### src/adc_out_defs.vh
`ifndef ADC_OUT_DEFS_VH
`define ADC_OUT_DEFS_VH

// ============================================================
// Word format
`define SAMPLE_W        15
`define SAMPLE_MSB      14
`define SAMPLE_LSB      0
`define ANALOG_W        16
`define DIFF_W          17
`define FS_POS          17'h03FFF
`define FS_NEG          17'h1C000
`define WORD_RST        15'h0000

// ============================================================
// Pipeline and timing
`define LATENCY_STAGES  3
`define CLK_PERIOD_PS   4000
`define STROBE_DLY_PS   6500
`define STROBE_DLY_CYC  ((`STROBE_DLY_PS / `CLK_PERIOD_PS) > 0 ? \
                         (`STROBE_DLY_PS / `CLK_PERIOD_PS) : 1)
`define DLY_CNT_W       3
`define SYNC_STAGES     3

`endif

### src/adc_parallel_sample_output.v
`timescale 1ns/1ns
`include "adc_out_defs.vh"

module adc_parallel_sample_output (
    input  wire                    clk_sys,
    input  wire                    rst,
    input  wire                    conv_clock_pos,
    input  wire                    conv_clock_neg,
    input  wire [`ANALOG_W-1:0]    analog_in_pos,
    input  wire [`ANALOG_W-1:0]    analog_in_neg,
    output reg  [`SAMPLE_W-1:0]    sample_word_r,
    output wire                    sample_bit_lsb,
    output wire                    sample_bit_msb,
    output reg                     overrange_flag_r,
    output reg                     sample_valid_strobe_r
);

// ============================================================
// Converter clock edge detection
wire pos_lvl;
wire neg_lvl;
wire conv_valid;
reg  conv_lvl_r;
reg  conv_lvl_nxt;
reg  conv_prev_r;
wire conv_rise;
wire conv_fall;

pin_sync_filter u_sync_pos (
    .clk_sys (clk_sys),
    .rst     (rst),
    .pin_in  (conv_clock_pos),
    .level_r (pos_lvl)
);

pin_sync_filter u_sync_neg (
    .clk_sys (clk_sys),
    .rst     (rst),
    .pin_in  (conv_clock_neg),
    .level_r (neg_lvl)
);

// Level only trusted while the two pins disagree
assign conv_valid = pos_lvl ^ neg_lvl;

always @* begin
    conv_lvl_nxt = conv_lvl_r;
    if (conv_valid) begin
        conv_lvl_nxt = pos_lvl;
    end
end

always @(posedge clk_sys) begin
    if (rst) begin
        conv_lvl_r  <= 1'b0;
        conv_prev_r <= 1'b0;
    end else begin
        conv_lvl_r  <= conv_lvl_nxt;
        conv_prev_r <= conv_lvl_r;
    end
end

// ============================================================
// Edge strobes, one cycle each
assign conv_rise = conv_lvl_r & ~conv_prev_r;
assign conv_fall = ~conv_lvl_r & conv_prev_r;

// ============================================================
// Quantizer: difference, saturation and overrange
wire signed [`DIFF_W-1:0]   diff;
wire signed [`DIFF_W-1:0]   fs_pos;
wire signed [`DIFF_W-1:0]   fs_neg;
wire        [`SAMPLE_W-1:0] code_hi;
wire        [`SAMPLE_W-1:0] code_lo;
wire                        above_fs;
wire                        below_fs;
reg         [`SAMPLE_W-1:0] code;
reg                         over;

assign diff     = $signed({analog_in_pos[`ANALOG_W-1], analog_in_pos})
                - $signed({analog_in_neg[`ANALOG_W-1], analog_in_neg});
assign fs_pos   = `FS_POS;
assign fs_neg   = `FS_NEG;
assign code_hi  = fs_pos[`SAMPLE_W-1:0];
assign code_lo  = fs_neg[`SAMPLE_W-1:0];
assign above_fs = (diff > fs_pos);
assign below_fs = (diff < fs_neg);

always @* begin
    if (above_fs) begin
        code = code_hi;
        over = 1'b1;
    end else if (below_fs) begin
        code = code_lo;
        over = 1'b1;
    end else begin
        code = diff[`SAMPLE_W-1:0];
        over = 1'b0;
    end
end

// ============================================================
// Latency pipeline
wire [`SAMPLE_W-1:0] tail_word;
wire                 tail_over;

genvar g;
generate
    for (g = 0; g < `LATENCY_STAGES; g = g + 1) begin : g_stage
        wire [`SAMPLE_W-1:0] word_in;
        wire                 over_in;
        reg  [`SAMPLE_W-1:0] word_r;
        reg                  over_r;
        if (g == 0) begin : g_head
            assign word_in = code;
            assign over_in = over;
        end else begin : g_link
            assign word_in = g_stage[g-1].word_r;
            assign over_in = g_stage[g-1].over_r;
        end
        always @(posedge clk_sys) begin
            if (rst) begin
                word_r <= `WORD_RST;
                over_r <= 1'b0;
            end else if (conv_rise) begin
                word_r <= word_in;
                over_r <= over_in;
            end
        end
    end
endgenerate

assign tail_word = g_stage[`LATENCY_STAGES-1].word_r;
assign tail_over = g_stage[`LATENCY_STAGES-1].over_r;

// ============================================================
// Output register
reg [`SAMPLE_W-1:0] word_nxt;
reg                 flag_nxt;

always @* begin
    word_nxt = sample_word_r;
    flag_nxt = overrange_flag_r;
    if (conv_rise) begin
        word_nxt = tail_word;
        flag_nxt = tail_over;
    end
end

always @(posedge clk_sys) begin
    if (rst) begin
        sample_word_r    <= `WORD_RST;
        overrange_flag_r <= 1'b0;
    end else begin
        sample_word_r    <= word_nxt;
        overrange_flag_r <= flag_nxt;
    end
end

assign sample_bit_lsb = sample_word_r[`SAMPLE_LSB];
assign sample_bit_msb = sample_word_r[`SAMPLE_MSB];

// ============================================================
// Valid strobe delay counter
localparam integer          DLY_CYC_I = `STROBE_DLY_CYC;
localparam [`DLY_CNT_W-1:0] DLY_CYC   = DLY_CYC_I[`DLY_CNT_W-1:0];
reg [`DLY_CNT_W-1:0] dly_cnt_r;
reg [`DLY_CNT_W-1:0] dly_cnt_nxt;

always @* begin
    dly_cnt_nxt = dly_cnt_r;
    if (conv_fall) begin
        dly_cnt_nxt = DLY_CYC;
    end else if (dly_cnt_r != 3'h0) begin
        dly_cnt_nxt = dly_cnt_r - 3'h1;
    end
end

always @(posedge clk_sys) begin
    if (rst) begin
        dly_cnt_r <= 3'h0;
    end else begin
        dly_cnt_r <= dly_cnt_nxt;
    end
end

// ============================================================
// Valid strobe after falling edge
reg strobe_nxt;

always @* begin
    strobe_nxt = sample_valid_strobe_r;
    if (dly_cnt_r == 3'h1 && !conv_fall) begin
        strobe_nxt = 1'b1;
    end else if (conv_rise) begin
        strobe_nxt = 1'b0;
    end
end

always @(posedge clk_sys) begin
    if (rst) begin
        sample_valid_strobe_r <= 1'b0;
    end else begin
        sample_valid_strobe_r <= strobe_nxt;
    end
end

endmodule

### src/pin_sync_filter.v
`timescale 1ns/1ns
`include "adc_out_defs.vh"

module pin_sync_filter (
    input  wire clk_sys,
    input  wire rst,
    input  wire pin_in,
    output reg  level_r
);

// ============================================================
// Three-stage sampler, accept when stages two and three agree
reg [`SYNC_STAGES-1:0] stage_r;

always @(posedge clk_sys) begin
    if (rst) begin
        stage_r <= 3'h0;
        level_r <= 1'b0;
    end else begin
        stage_r <= {stage_r[1:0], pin_in};
        if (stage_r[1] == stage_r[2]) begin
            level_r <= stage_r[2];
        end
    end
end

endmodule

### config.mk
export PLATFORM = sky130hd
export DESIGN_NAME = adc_parallel_sample_output
export DESIGN_NICKNAME = d
export VERILOG_FILES = /design/src/adc_parallel_sample_output.v /design/src/pin_sync_filter.v
export VERILOG_INCLUDE_DIRS = /design/src
export SDC_FILE = /design/constraint.sdc
export NUM_CORES = 1
export LEC_CHECK = 0
export BUFFER_PORTS_ARGS = -buffer_cell sky130_fd_sc_hd__buf_2
export CORE_MARGIN = 2
export CORE_UTILIZATION = 58
export CTS_CLUSTER_DIAMETER = 150
export DETAILED_ROUTE_END_ITERATION = 10
export PLACE_DENSITY = 0.81
export SLEW_MARGIN = 10
export SYNTH_ARGS = -nofsm -noshare
export SYNTH_HDL_FRONTEND = slang
export SYNTH_SLANG_ARGS = --single-unit
### constraint.sdc
create_clock -name clk_sys -period 4.3 [get_ports clk_sys]
set_input_delay 0.215 -clock clk_sys [delete_from_list [all_inputs] [get_ports clk_sys]]
set_output_delay 0.215 -clock clk_sys [all_outputs]
set_load 0.02 [all_outputs]
## After elaboration in Yosys (flattened, before gate mapping)

Cells that the tools add are included.

- Logic and storage cells: 43
- Input port bits: 36
- Register bits: 78
- Output and inout bits: 19

- Reductions and logical operators: 6
- Mux-type cells: 8
- Eq/ne operators: 3
- Magnitude comparators: 2
- Bitwise operators: 5
- Add/sub/neg operators: 2

Operators with widths:

| operator | count |
|---|---|
| two-way mux 15 bit | 2 |
| > comparator 17 x 15 -> 1 bit, second input constant | 1 |
| < comparator 17 x 15 -> 1 bit, second input constant | 1 |
| subtractor 16 x 16 -> 17 bit | 1 |
| two-way mux 1 bit | 6 |
| nonzero test 2 bit | 2 |
| equality test 3 x 1 -> 1 bit, second input constant | 1 |
| nonzero test 3 bit | 1 |
| subtractor 3 x 1 -> 3 bit, second input constant | 1 |
| AND 1 bit | 2 |
| equality test 1 bit | 2 |
| inverter 1 bit | 2 |
| OR reduction 2 bit | 1 |
| logical AND 1 bit | 1 |
| zero test 1 bit | 1 |
| XOR 1 bit | 1 |

## Logic depth before layout (Yosys ltp)

Gate-level depths: netlist of the first run.

- Word-level depth: 5
- Depth in mapped cells: 12
- Gate-level depth less buffers: 11

## Cells and area by module

A second synthesis of the first run with hierarchy kept.

- Cells, all modules: 460
- Area, all modules: 3714.8 um2

Modules (own cells, without submodules):

| module | instances | cells each | sequential area each (um2) | area each (um2) |
|---|---|---|---|---|
| adc_parallel_sample_output | 1 | 440 | 1401.3 | 3489.6 |
| pin_sync_filter | 2 | 10 | 80.1 | 112.6 |

## Worst setup path after synthesis of the first run

Ideal clock, no wire load.

- Kind: input to register
- From: input analog_in_pos[0]
- To: register g_stage[0].word_r[0]
- Data arrival time: 2.382 ns
- Cell stages on the path: 11
- Setup time: 0.081 ns
- Required time: 4.219 ns
- Path slack: 1.837 ns
- Path buffers: 0
- Cell sequence: inv_1 > ha_1 > fa_1 > and2b_1 > o211ai_1 > a21oi_2 > a21oi_1 > o2111a_1 > o22ai_2 > or2b_1 > a211oi_2

- Word-level cells in the longest chain between the ends: 4
- Elaborated cells on any way between the ends: 5
- Classes of those cells: add/sub (1); order compare (2); mux (2)

RTL lines:

| what | line | RTL |
|---|---|---|
| from (decl) | adc_parallel_sample_output.v:9 | `` input wire [`ANALOG_W-1:0] analog_in_pos, `` |
| subtractor 16 x 16 -> 17 bit * | adc_parallel_sample_output.v:80 | `` assign diff = $signed({analog_in_pos[`ANALOG_W-1], analog_in_pos}) `` |
| < comparator 17 x 15 -> 1 bit | adc_parallel_sample_output.v:87 | `assign below_fs = (diff < fs_neg);` |
| two-way mux 15 bit | adc_parallel_sample_output.v:93 | `end else if (below_fs) begin` |
| two-way mux 15 bit * | adc_parallel_sample_output.v:90 | `if (above_fs) begin` |
| to (signal assigned) | adc_parallel_sample_output.v:123 | `` word_r <= `WORD_RST; `` |
| to (signal assigned) | adc_parallel_sample_output.v:126 | `word_r <= word_in;` |
| to (decl) | adc_parallel_sample_output.v:112 | `` reg [`SAMPLE_W-1:0] word_r; `` |

Mark *: on every way between the ends. The rest lies on a longest branch, timed or not.
A chain may end at the register's enable or synchronous reset.

## Worst setup path in the final report of the first run

Ends and elaborated chain as after synthesis.

==> results of run 1 <==
## synth_stat cells (3+ instances only)
| library cell | count |
|---|---|
| a21o_1 | 4 |
| o21ai_1 | 4 |
| nor3_1 | 5 |
| dfxtp_1 | 78 |
| inv_1 | 23 |
| nor2_1 | 27 |
| o21a_1 | 3 |
| nand2b_1 | 6 |
| a211oi_1 | 3 |
| a211oi_2 | 10 |
| clkbuf_1 | 11 |
| o21ai_0 | 8 |
| nand3_1 | 4 |
| buf_1 | 11 |
| a21oi_1 | 62 |
| nand2_1 | 119 |
| nor2b_1 | 12 |
| ha_1 | 19 |
| xnor2_1 | 9 |
| buf_4 | 3 |
## per-stage QoR
stage          setup slack [ns]  hold WS (ns)  power (mW)  utilization  cell area, sq um
3_5_place_dp              1.233        0.4283       1.047       0.6333              3953
3_3_place_gp              1.313        0.4209       1.035       0.6333              3953
5_1_grt                   1.343       0.07071       1.596       0.6612              4126
2_1_floorplan             1.837        0.3432      0.9895            -              3694
4_1_cts                   1.585       0.06626       1.525       0.6612              4126
6_report                  1.605       0.07671       1.513       0.6612              4126
## routing by layer
metal,GRT usage,vias to the layer above,routed length (um)
met5,0,-,0
met4,0.09677,0,146
met3,0.03066,11,260
met2,0.3578,70,3235
met1,0.2580,1357,3173
li1,-,1584,-
## worst min-delay path by stage
stage | cells after the start | from | slack (ns) | to
after CTS | 2 | conv_clock_neg | 0.07 | u_sync_neg.stage_r[0]
final | 2 | conv_clock_pos | 0.08 | u_sync_pos.stage_r[0]
after floorplan | 1 | conv_clock_neg | 0.34 | u_sync_neg.stage_r[0]
after global routing | 2 | conv_clock_neg | 0.07 | u_sync_neg.stage_r[0]
after global placement | 1 | u_sync_neg.stage_r[0] | 0.42 | u_sync_neg.stage_r[1]
after detailed placement | 1 | u_sync_pos.stage_r[0] | 0.43 | u_sync_pos.stage_r[1]
## power breakdown
group	internal (mW)	switching [mW]	leakage (nW)	total, mW
Sequential	0.740	0.00975	0.630	0.750
Combinational	0.119	0.162	0.947	0.281
Clock	0.235	0.247	0.0910	0.482
## final cells by class
class | instances | area (sq um)
Sequential cell | 78 | 1562
Fill cell | 551 | 2115
Inverter | 23 | 86.33
Clock inverter | 4 | 22.52
Multi-Input combinational cell | 327 | 1923
Clock buffer | 11 | 151.4
Tap cell | 77 | 96.34
Timing Repair Buffer | 56 | 285.3
## cell families (layout without fill, tap and decap cells)
kind of cell    Yosys count  in the layout  synth area share
compound gates          112            112            0.2070
xor+xnor                 12             12           0.03049
fa+ha+maj                20             20           0.06978
buf+inv                  51             94           0.05928
flops                    78             78            0.4228
simple gates            183            183            0.2107
## critical path: cells and delay by family
family / cells / cell delay, ns
AO/OA/AOI/OAI: 6 / 1.49
adder cells (fa/ha/maj): 2 / 0.61
AND/OR/NAND/NOR: 2 / 0.52
buffers and inverters: 2 / 0.10
## flip-flops by register name, summed over array words and instances, names as in the netlist, 3 cells and up
register,count
dly_cnt_r,3
g_stage.over_r,3
g_stage.word_r,45
sample_word_r,15
u_sync_neg.stage_r,3
u_sync_pos.stage_r,3
==> metrics.md, run 1 <==
| Metric | Value |
|---|---|
| Status | completed |
| Area grow syn2layout | 11.72% |
| Total number of vias | 3,022 |
| Ant. Diodes | 0 |
| Reg-to-Reg End | g_stage[0].word_r[7] |
| H-tree depth | 3 |
| Synth top area share | 0.4228 |
| Area leader, netlist | dfxtp_1 |
| Synthesized net count | 512 |
| Distinct cells, synth | 49 |
| EDFF count, synth | 0 |
| Worst R2R Path Depth | 3 |
| Number of vias per cell | 5.247 |
| Rel. slew slack | 0.3615 |
| Final Skew | 0.008525 ns |
| Vias in the first global route | 2,879 |
| Core Rows | 29 |
| Die Span Y | 83.80 um |
| Global-route wire length before repair | 12.31 mm |
| Clock buffer depth | 2 |
| Critical Path Fanout Max | 14 |
| Post-detail-place hpwl | 4.771 mm |
| R2r setup slk | 2.18 ns |
| Post-CTS resize count | 0 |
| CTS tree | done |
| Final period util | 0.6268 |
| Worst r2r src | conv_lvl_r |
| Avg WL per Cell | 11.83 um |
| Power per cell area | 366.7 mW/mm^2 |
| Gp weighted congestion | 0.8453 |
| Antenna Nets Post-Route | 0 |
| Warnings, synthesis | 0 |
| Cell Area, Synth | 0.003694 sq mm |
| Nature of the critical path endpoint | register |
| Setup repair bufs after CTS | 0 |
| Initial antenna violation count | 0 |
| Synthesized instance count | 456 |
| CP cell instances | buf_2 -> inv_1 -> ha_1 -> fa_1 -> and2b_1 -> o211ai_1 -> a21oi_2 -> a21oi_1 -> o2111a_1 -> o22ai_2 -> or2b_1 -> a211oi_2 |
| Worst min-delay path class | input port to register |
| Crit path max-delay cell type | o22ai_2 |
| CP Launch Type | input port |
| Nets | 551 |
| Final setup fails | 0 |
| IO Count | 55 |
| Placed cells | 561 |
| Final wirelength | 6.815 mm |
| Starting Density | 0.5918 |
| Area of the core | 0.006241 sq mm |
| RSZ-0062 raised after global routing | no |
| Syn Area/Cell | 8.100 sq um |
| Most frequent cells in the layout | nand2_1, dfxtp_1, a21oi_1, buf_2, nor2_1 |
| Layout cells sized above 1 | 0.1884 |
| CP endpoint | g_stage[0].word_r[0] |
| Largest stage delay on the critical path | 0.48 ns |
| Post-Layout Cell Count | 576 |
| Die extent in x | 83.80 um |
| Ys async rst share | 0 |
| Clock sink total | 78 |
| Final hold violation count | 0 |
| Setup TNS | 0 ns |
| Critical path origin | analog_in_pos[0] |
| Top achievable clock speed | 371.0 MHz |
| Clk_lat worst skew | 0.35 ns |
| P_leak | 1.667 nW |
| Number of remaining DRC errors | 0 |
| #FFs+latches synth | 78 |
| CTS Buf Count | 9 |
| Max VDD drop | 0.0002461 V |
| Ranking of synthesized cells by area | dfxtp_1, nand2_1, a21oi_1, ha_1, a211oi_2 |
| Synth Flop Type | dfxtp_1 |
| Kind of critical path | input port to register |
| Post-layout min period | 2.695 ns |
| Cts hold-fix bufs | 0 |
| Total grt overflow | 0 |
| Largest net degree at the start of global routing | 53 |
| Seq/Total Area, Yosys | 0.4228 |
| Die ar. | 0.007022 sq mm |
| Total track usage | 0.2086 |
| Required @ worst endpoint | 4.56 ns |
| Worst slew pin tran | 0.9578 ns |
| Initial drt markers | 112 |
| # Max-Cap Violations | 0 |
| Slew Limit Fails | 0 |
| TritonRoute pass-1 iters | 4 |
| CTS root buf | clkbuf_8 |
| CP Data Arrival Time | 2.96 ns |
| Reg clk slew, reported paths | 0.08 ns |
| Port bufs | 54 |
| Commonest non-fill, non-tap cell in the layout | nand2_1 |
No activity file was read; power rests on OpenSTA's default activity.
==> run 2: changes to the inputs <==
Settings changed: CORE_UTILIZATION 58 to 57, PLACE_DENSITY 0.81 to 0.8.
Clock period 4.3 ns to 2.5 ns, I/O delays scaled along.
==> run 2 against run 1 <==
  * Design area grew 5.9%
  * Worst setup slack lost 1.4 ns
  * Utilization grew 3.1 points
  * Clock-buffer cell count is the same
  * Critical endpoint is now g_stage[0].word_r[8]
  * Largest power group unchanged
==> metrics.md, run 2 (synthesis results as in run 1) <==
| Metric | Value |
|---|---|
| Placed cells | 583 (+3.9%) |
| Power per cell area | 652.5 mW/mm^2 (+78%) |
| Final period util | 0.9242 |
| Vias in the first global route | 2,914 (+1.2%) |
| Post-Layout Cell Count | 600 (+4.2%) |
| Port bufs | 54 (unchanged) |
| Total number of vias | 3,170 (+4.9%) |
| CP Data Arrival Time | 2.55 ns (-0.41 ns) |
| Antenna Nets Post-Route | 0 (unchanged) |
| Sw Share | 0.2536 (-0.02337) |
| Status | completed |
| RSZ-0062 raised after global routing | no |
| Worst slew pin tran | 0.7295 ns (-0.2283 ns) |
| Area grow syn2layout | 18.36% |
| Final wirelength | 7.064 mm (+3.7%) |
| Required @ worst endpoint | 2.74 ns (-1.82 ns) |
| Layout cells sized above 1 | 0.2218 (+0.03342) |
| Area of the core | 0.006314 sq mm (+1.2%) |
| IO Count | 55 (unchanged) |
| Slew Limit Fails | 0 (unchanged) |
| Rel. slew slack | 0.5137 (+0.1522) |
| Clock share of power | 0.359 (+0.041) |
| Total grt overflow | 0 (unchanged) |
| Reg-to-Reg End | g_stage[0].word_r[11] |
| Post-detail-place hpwl | 5.038 mm (+5.6%) |
| Commonest non-fill, non-tap cell in the layout | nand2_1 |
| Clock sink total | 78 (unchanged) |
| Sequential fraction of design power | 0.452 (-0.044) |
| Gp weighted congestion | 0.8369 (-0.99%) |
| Largest regs | g_stage.word_r: 45 flops, sample_word_r: 15 flops |
| Total track usage | 0.2069 (-0.001691) |
| Hold endpoint | g_stage[0].word_r[0] |
| Reg clk slew, reported paths | 0.07 ns (about the same) |
| Worst R2R Path Depth | 5 (+2) |
| Net Sw Power | 0.7235 mW (+73%) |
| Final setup fails | 0 (unchanged) |
| Largest net degree at the start of global routing | 35 (-34%) |
| Overall Power | 2.852 mW (+89%) |
| TritonRoute pass-1 iters | 4 (unchanged) |
| Post-layout min period | 2.311 ns |
| Number of vias per cell | 5.283 (+0.70%) |
| CTS Buf Count | 9 (unchanged) |
| H-tree depth | 3 (unchanged) |
| Nets | 575 (+4.4%) |
| Number of remaining DRC errors | 0 (unchanged) |
| Final hold violation count | 0 (unchanged) |
| Most frequent cells in the layout | nand2_1, dfxtp_1, a21oi_1, buf_2, nor2_1 |
| P_leak | 1.809 nW (+8.5%) |
| Register with the most flip-flops | g_stage.word_r |
| Post-CTS resize count | 0 (unchanged) |
| Worst min-delay path class | input port to register |
| Initial antenna violation count | 0 (unchanged) |
| HP Start | analog_in_neg[0] |
| Hold path depth | 4 (+2) |
| Ant. Diodes | 0 (unchanged) |
| Clock buffer depth | 2 (unchanged) |
| Largest register FFs | 45 (unchanged) |
| Worst r2r src | conv_lvl_r |
| Max VDD drop | 0.0004914 V (+100%) |
| Starting Density | 0.5850 (-0.006802) |
| Core Rows | 29 (unchanged) |
| Final Skew | 0.005894 ns (-0.002631 ns) |
| Nature of the critical path endpoint | register |
| Avg WL per Cell | 11.77 um (-0.49%) |
| CTS tree | done |
| CP Launch Type | input port |
| Die extent in x | 84.50 um (+0.83%) |
| Initial drt markers | 129 (+15%) |
| Setup repair bufs after CTS | 0 (unchanged) |
| Kind of critical path | input port to register |
| Top achievable clock speed | 432.8 MHz |
| Comb pwr share | 0.189 (+0.003) |
| Die ar. | 0.007139 sq mm (+1.7%) |
| CTS root buf | clkbuf_8 |
| Critical Path Fanout Max | 8 (-6) |
| Clk_lat worst skew | 0.34 ns (about the same) |
| # Max-Cap Violations | 0 (unchanged) |
| R2r setup slk | 0.77 ns (-1.41 ns) |
| Internal | 2.129 mW (+95%) |
| Die Span Y | 84.50 um (+0.83%) |
| Global-route wire length before repair | 12.25 mm (-0.50%) |
run 2: how the worst max path moves through the flow:
stage / end / from
after floorplan: g_stage[0].word_r[0] / analog_in_pos[0]
after global placement: g_stage[0].word_r[6] / analog_in_pos[0]
after detailed placement: g_stage[0].word_r[8] / analog_in_pos[0]
after CTS: g_stage[0].word_r[8] / analog_in_pos[0]
after global routing: g_stage[0].word_r[8] / analog_in_pos[0]
final: g_stage[0].word_r[8] / analog_in_pos[0]
run 2: final cells by class:
class / count / area, sq um
well taps: 77 / 96.34
fillers: 534 / 1942
multi-input cells: 327 / 1923
clock inverters: 4 / 70.07
flip-flops and latches: 78 / 1562
repair buffers: 80 / 483.0
inverters: 23 / 86.33
clock buffers: 11 / 151.4
run 2: layer usage:
layer,vias to the layer above,wire length (um),GRT usage,share of wire
met5,-,0,0,0
met3,10,252,0.04818,0.036
li1,1636,-,-,-
met4,0,120,0.08081,0.017
met2,66,3469,0.3558,0.49
met1,1458,3222,0.2506,0.46
run 2: what timing repair did:
action,4_1_cts,5_1_grt
endpoints found under the setup margin,0,0
hold buffers,1,1
hold endpoints to repair,1,1
run 2: power groups by stage:
stage | Clock, mW | Combinational, mW | Sequential [mW]
6_report | 1.02 | 0.539 | 1.29
2_1_floorplan | 0 | 0.379 | 1.32
3_5_place_dp | 0 | 0.534 | 1.32
5_1_grt | 1.10 | 0.604 | 1.29
4_1_cts | 1.05 | 0.540 | 1.29
3_3_place_gp | 0 | 0.515 | 1.32
run 2: worst max-delay path, stage by stage:
cell      delay, ns
buf_2          0.07
inv_1          0.03
ha_1           0.20
fa_1           0.38
and2b_1        0.23
o211ai_1       0.11
a21oi_2        0.25
a21oi_1        0.12
o2111a_1       0.31
o22ai_2        0.20
buf_4          0.18
nand2_1        0.07
a211oi_1       0.27
run 2: per-stage QoR:
stage          hold WS, ns  utilization  setup TNS [ns]  setup slack, ns  instance area [sq um]
3_5_place_dp        0.3402       0.6542         -0.9645          -0.1397                   4130
4_1_cts          0.0001366       0.6908               0           0.1897                   4362
5_1_grt             0.2414       0.6924               0          0.01258                   4372
2_1_floorplan       0.2532            -               0           0.1273                   3694
3_3_place_gp        0.3340       0.6542         -0.5722         -0.06145                   4130
6_report            0.2268       0.6924               0           0.1895                   4372
==> run 3: changes to the inputs <==
--- a/config.mk
+++ b/config.mk
@@ -8,9 +8,8 @@
 export LEC_CHECK = 0
 export BUFFER_PORTS_ARGS = -buffer_cell sky130_fd_sc_hd__buf_2
-export CORE_MARGIN = 2
-export CORE_UTILIZATION = 57
+export CORE_UTILIZATION = 58
 export CTS_CLUSTER_DIAMETER = 150
 export DETAILED_ROUTE_END_ITERATION = 10
-export PLACE_DENSITY = 0.8
+export PLACE_DENSITY = 0.81
 export SLEW_MARGIN = 10
 export SYNTH_ARGS = -nofsm -noshare
==> constraint.sdc (replaced) <==
create_clock -name clk_sys -period 2.91 [get_ports clk_sys]
set_input_delay 0.582 -clock clk_sys [delete_from_list [all_inputs] [get_ports clk_sys]]
set_output_delay 0.582 -clock clk_sys [all_outputs]
set_load 0.02 [all_outputs]
==> run 3 against run 2 <==
  * Global-route usage is 2.3 points higher
  * Die area is 6.3% lower
  * Clock-buffer cell count is the same
  * Via count down 0.88%
  * Design area fell by 0.92%
  * Critical path depth stayed put
  * Worst setup slack better by 0.029 ns
  * Critical endpoint is now g_stage[0].over_r
  * Largest power group unchanged
==> metrics.md, run 3 (synthesis results as in run 1) <==
| Metric | Value |
|---|---|
| Status | completed |
| Initial antenna violation count | 0 (unchanged) |
| Ant. Diodes | 0 (unchanged) |
| Rel. slew slack | 0.5828 (+0.06909) |
| CTS Buf Count | 9 (unchanged) |
| Critical Path Fanout Max | 5 (-3) |
| Layout cells sized above 1 | 0.2181 (-0.003651) |
| Setup TNS | 0 ns (unchanged) |
| Die Span Y | 81.80 um (-3.2%) |
| Initial drt markers | 158 (+22%) |
| Final wirelength | 7.160 mm (+1.4%) |
| CP cell instances | buf_2 -> inv_1 -> ha_1 -> fa_1 -> and2b_1 -> o211ai_1 -> a21oi_2 -> a21oi_1 -> o2111a_1 -> o22ai_2 -> buf_4 -> nor3b_1 -> nor3_1 |
| Power per cell area | 548.7 mW/mm^2 (-16%) |
| Required @ worst endpoint | 3.12 ns (+0.38 ns) |
| CTS root buf | clkbuf_8 |
| Overall Power | 2.377 mW (-17%) |
| CP top delay family | compound AO/OA/AOI/OAI gates |
| Clk_lat worst skew | 0.34 ns (about the same) |
| Clock share of power | 0.341 (-0.018) |
| Total track usage | 0.2301 (+0.02314) |
| Sequential fraction of design power | 0.467 (+0.015) |
| Total grt overflow | 0 (unchanged) |
| Max VDD drop | 0.0003772 V (-23%) |
| CP bufs+invs | 3 (unchanged) |
| Area of the core | 0.006026 sq mm (-4.6%) |
| Die extent in x | 81.80 um (-3.2%) |
| # Max-Cap Violations | 0 (unchanged) |
| Core Rows | 28 (-3.4%) |
| Worst slew pin tran | 0.6259 ns (-0.1036 ns) |
| Commonest non-fill, non-tap cell in the layout | nand2_1 |
| TritonRoute pass-1 iters | 5 (+1) |
| Crit path max-delay cell type | fa_1 |
| Fill count | 482 (-9.7%) |
| CP Data Arrival Time | 2.90 ns (+0.35 ns) |
| Vias in the first global route | 2,813 (-3.5%) |
| Antenna Nets Post-Route | 0 (unchanged) |
| Port bufs | 54 (unchanged) |
| Most frequent cells in the layout | nand2_1, dfxtp_1, a21oi_1, buf_2, nor2_1 |
| P_leak | 1.770 nW (-2.2%) |
| Largest regs | g_stage.word_r: 45 flops, sample_word_r: 15 flops |
| Internal | 1.740 mW (-18%) |
| Nature of the critical path endpoint | register |
| Largest stage delay on the critical path | 0.38 ns (about the same) |
| Top achievable clock speed | 371.5 MHz |
| Final hold violation count | 0 (unchanged) |
| Clock buffer depth | 2 (unchanged) |
| Reg clk slew, reported paths | 0.08 ns (about the same) |
| Number of vias per cell | 5.298 (+0.29%) |
| Avg WL per Cell | 12.07 um (+2.6%) |
| Final setup fails | 0 (unchanged) |
| RSZ-0062 raised after global routing | no |
| Post-layout min period | 2.692 ns |
| Post-CTS resize count | 0 (unchanged) |
| Final core utilization | 0.7189 (+0.02642) |
| Worst min-delay path class | register to register |
| Net Sw Power | 0.6366 mW (-12%) |
| Slew Limit Fails | 0 (unchanged) |
| Sw Share | 0.2678 (+0.01421) |
| Starting Density | 0.6130 (+0.02794) |
| Setup repair bufs after CTS | 0 (unchanged) |
| Number of remaining DRC errors | 0 (unchanged) |
| Cts hold-fix bufs | 0 (-1) |
| CP Launch Type | input port |
| Register with the most flip-flops | g_stage.word_r |
| Largest net degree at the start of global routing | 41 (+17%) |
| Comb pwr share | 0.192 (+0.003) |
| Post-detail-place hpwl | 5.159 mm (+2.4%) |
| Kind of critical path | input port to register |
| Gp weighted congestion | 0.8753 (+4.6%) |
| Clock sink total | 78 (unchanged) |
| WHS | 0.4463 ns (+0.2195 ns) |
| H-tree depth | 3 (unchanged) |
| Final Skew | 0.006537 ns (+0.0006431 ns) |
| Die ar. | 0.006691 sq mm (-6.3%) |
| Nets | 569 (-1.0%) |
| Area grow syn2layout | 17.28% |
| CTS tree | done |
| Final period util | 0.9250 |
| Largest register FFs | 45 (unchanged) |
| Total number of vias | 3,142 (-0.88%) |
| IO Count | 55 (unchanged) |
| Global-route wire length before repair | 11.81 mm (-3.6%) |
[run 3: changes by cell type in the layout (fill, tap and decap cells not counted), sizes merged]
| cell | change |
|---|---|
| buf | -4 |
| bufinv | -1 |
| clkinv | -1 |
| clkinvlp | +3 |
| dlygate4sd3 | -2 |
[run 3: per-layer routing]
metal	vias up	share of wire	global-route usage
li1	1629	-	-
met1	1424	0.45	0.2701
met2	77	0.50	0.3959
met3	12	0.035	0.04667
met4	0	0.015	0.1140
met5	-	0	0
[run 3: path summary, 6_finish.rpt]
check                        start                     to  slack [ns]  cells past startpoint
min reg2reg  u_sync_pos.stage_r[0]  u_sync_pos.stage_r[1]        0.45                      1
min          u_sync_pos.stage_r[0]  u_sync_pos.stage_r[1]        0.45                      1
max reg2reg             conv_lvl_r  g_stage[0].word_r[13]        1.26                      4
max               analog_in_pos[0]      g_stage[0].over_r        0.22                     13
[run 3: final cells by class]
class | count | area (sq um) | share of cell area
multi-input combinational | 327 | 1923 | 0.4440
timing repair buffer | 74 | 457.9 | 0.1057
clock inverter | 5 | 57.56 | 0.01329
tap | 75 | 93.84 | 0.02166
clock buffer | 11 | 151.4 | 0.03495
inverter | 23 | 86.33 | 0.01993
sequential | 78 | 1562 | 0.3605
[run 3: power by group through the flow]
stage / Sequential (mW) / Combinational [mW] / Clock (mW)
global placement: 1.13 / 0.437 / 0
global route: 1.11 / 0.511 / 0.886
CTS: 1.11 / 0.456 / 0.833
detailed placement: 1.13 / 0.452 / 0
finish: 1.11 / 0.457 / 0.811
floorplan: 1.14 / 0.326 / 0
[run 3: metrics by stage]
step | cell area, sq um | setup WS (ns) | std cells
final | 4332 | 0.2183 | 593
after global routing | 4332 | 0.07170 | 593
after CTS | 4332 | 0.2214 | 593
after detailed placement | 4123 | -0.1365 | 577
after global placement | 4123 | -0.09094 | 577
after floorplan | 3694 | 0.08027 | 456
[run 3: worst reg2reg max path: stages (launching register included)]
cell and delay, ns:
dfxtp_1 0.45, nor2b_4 0.54, buf_12 0.27, nor2_1 0.09
a211oi_2 0.22
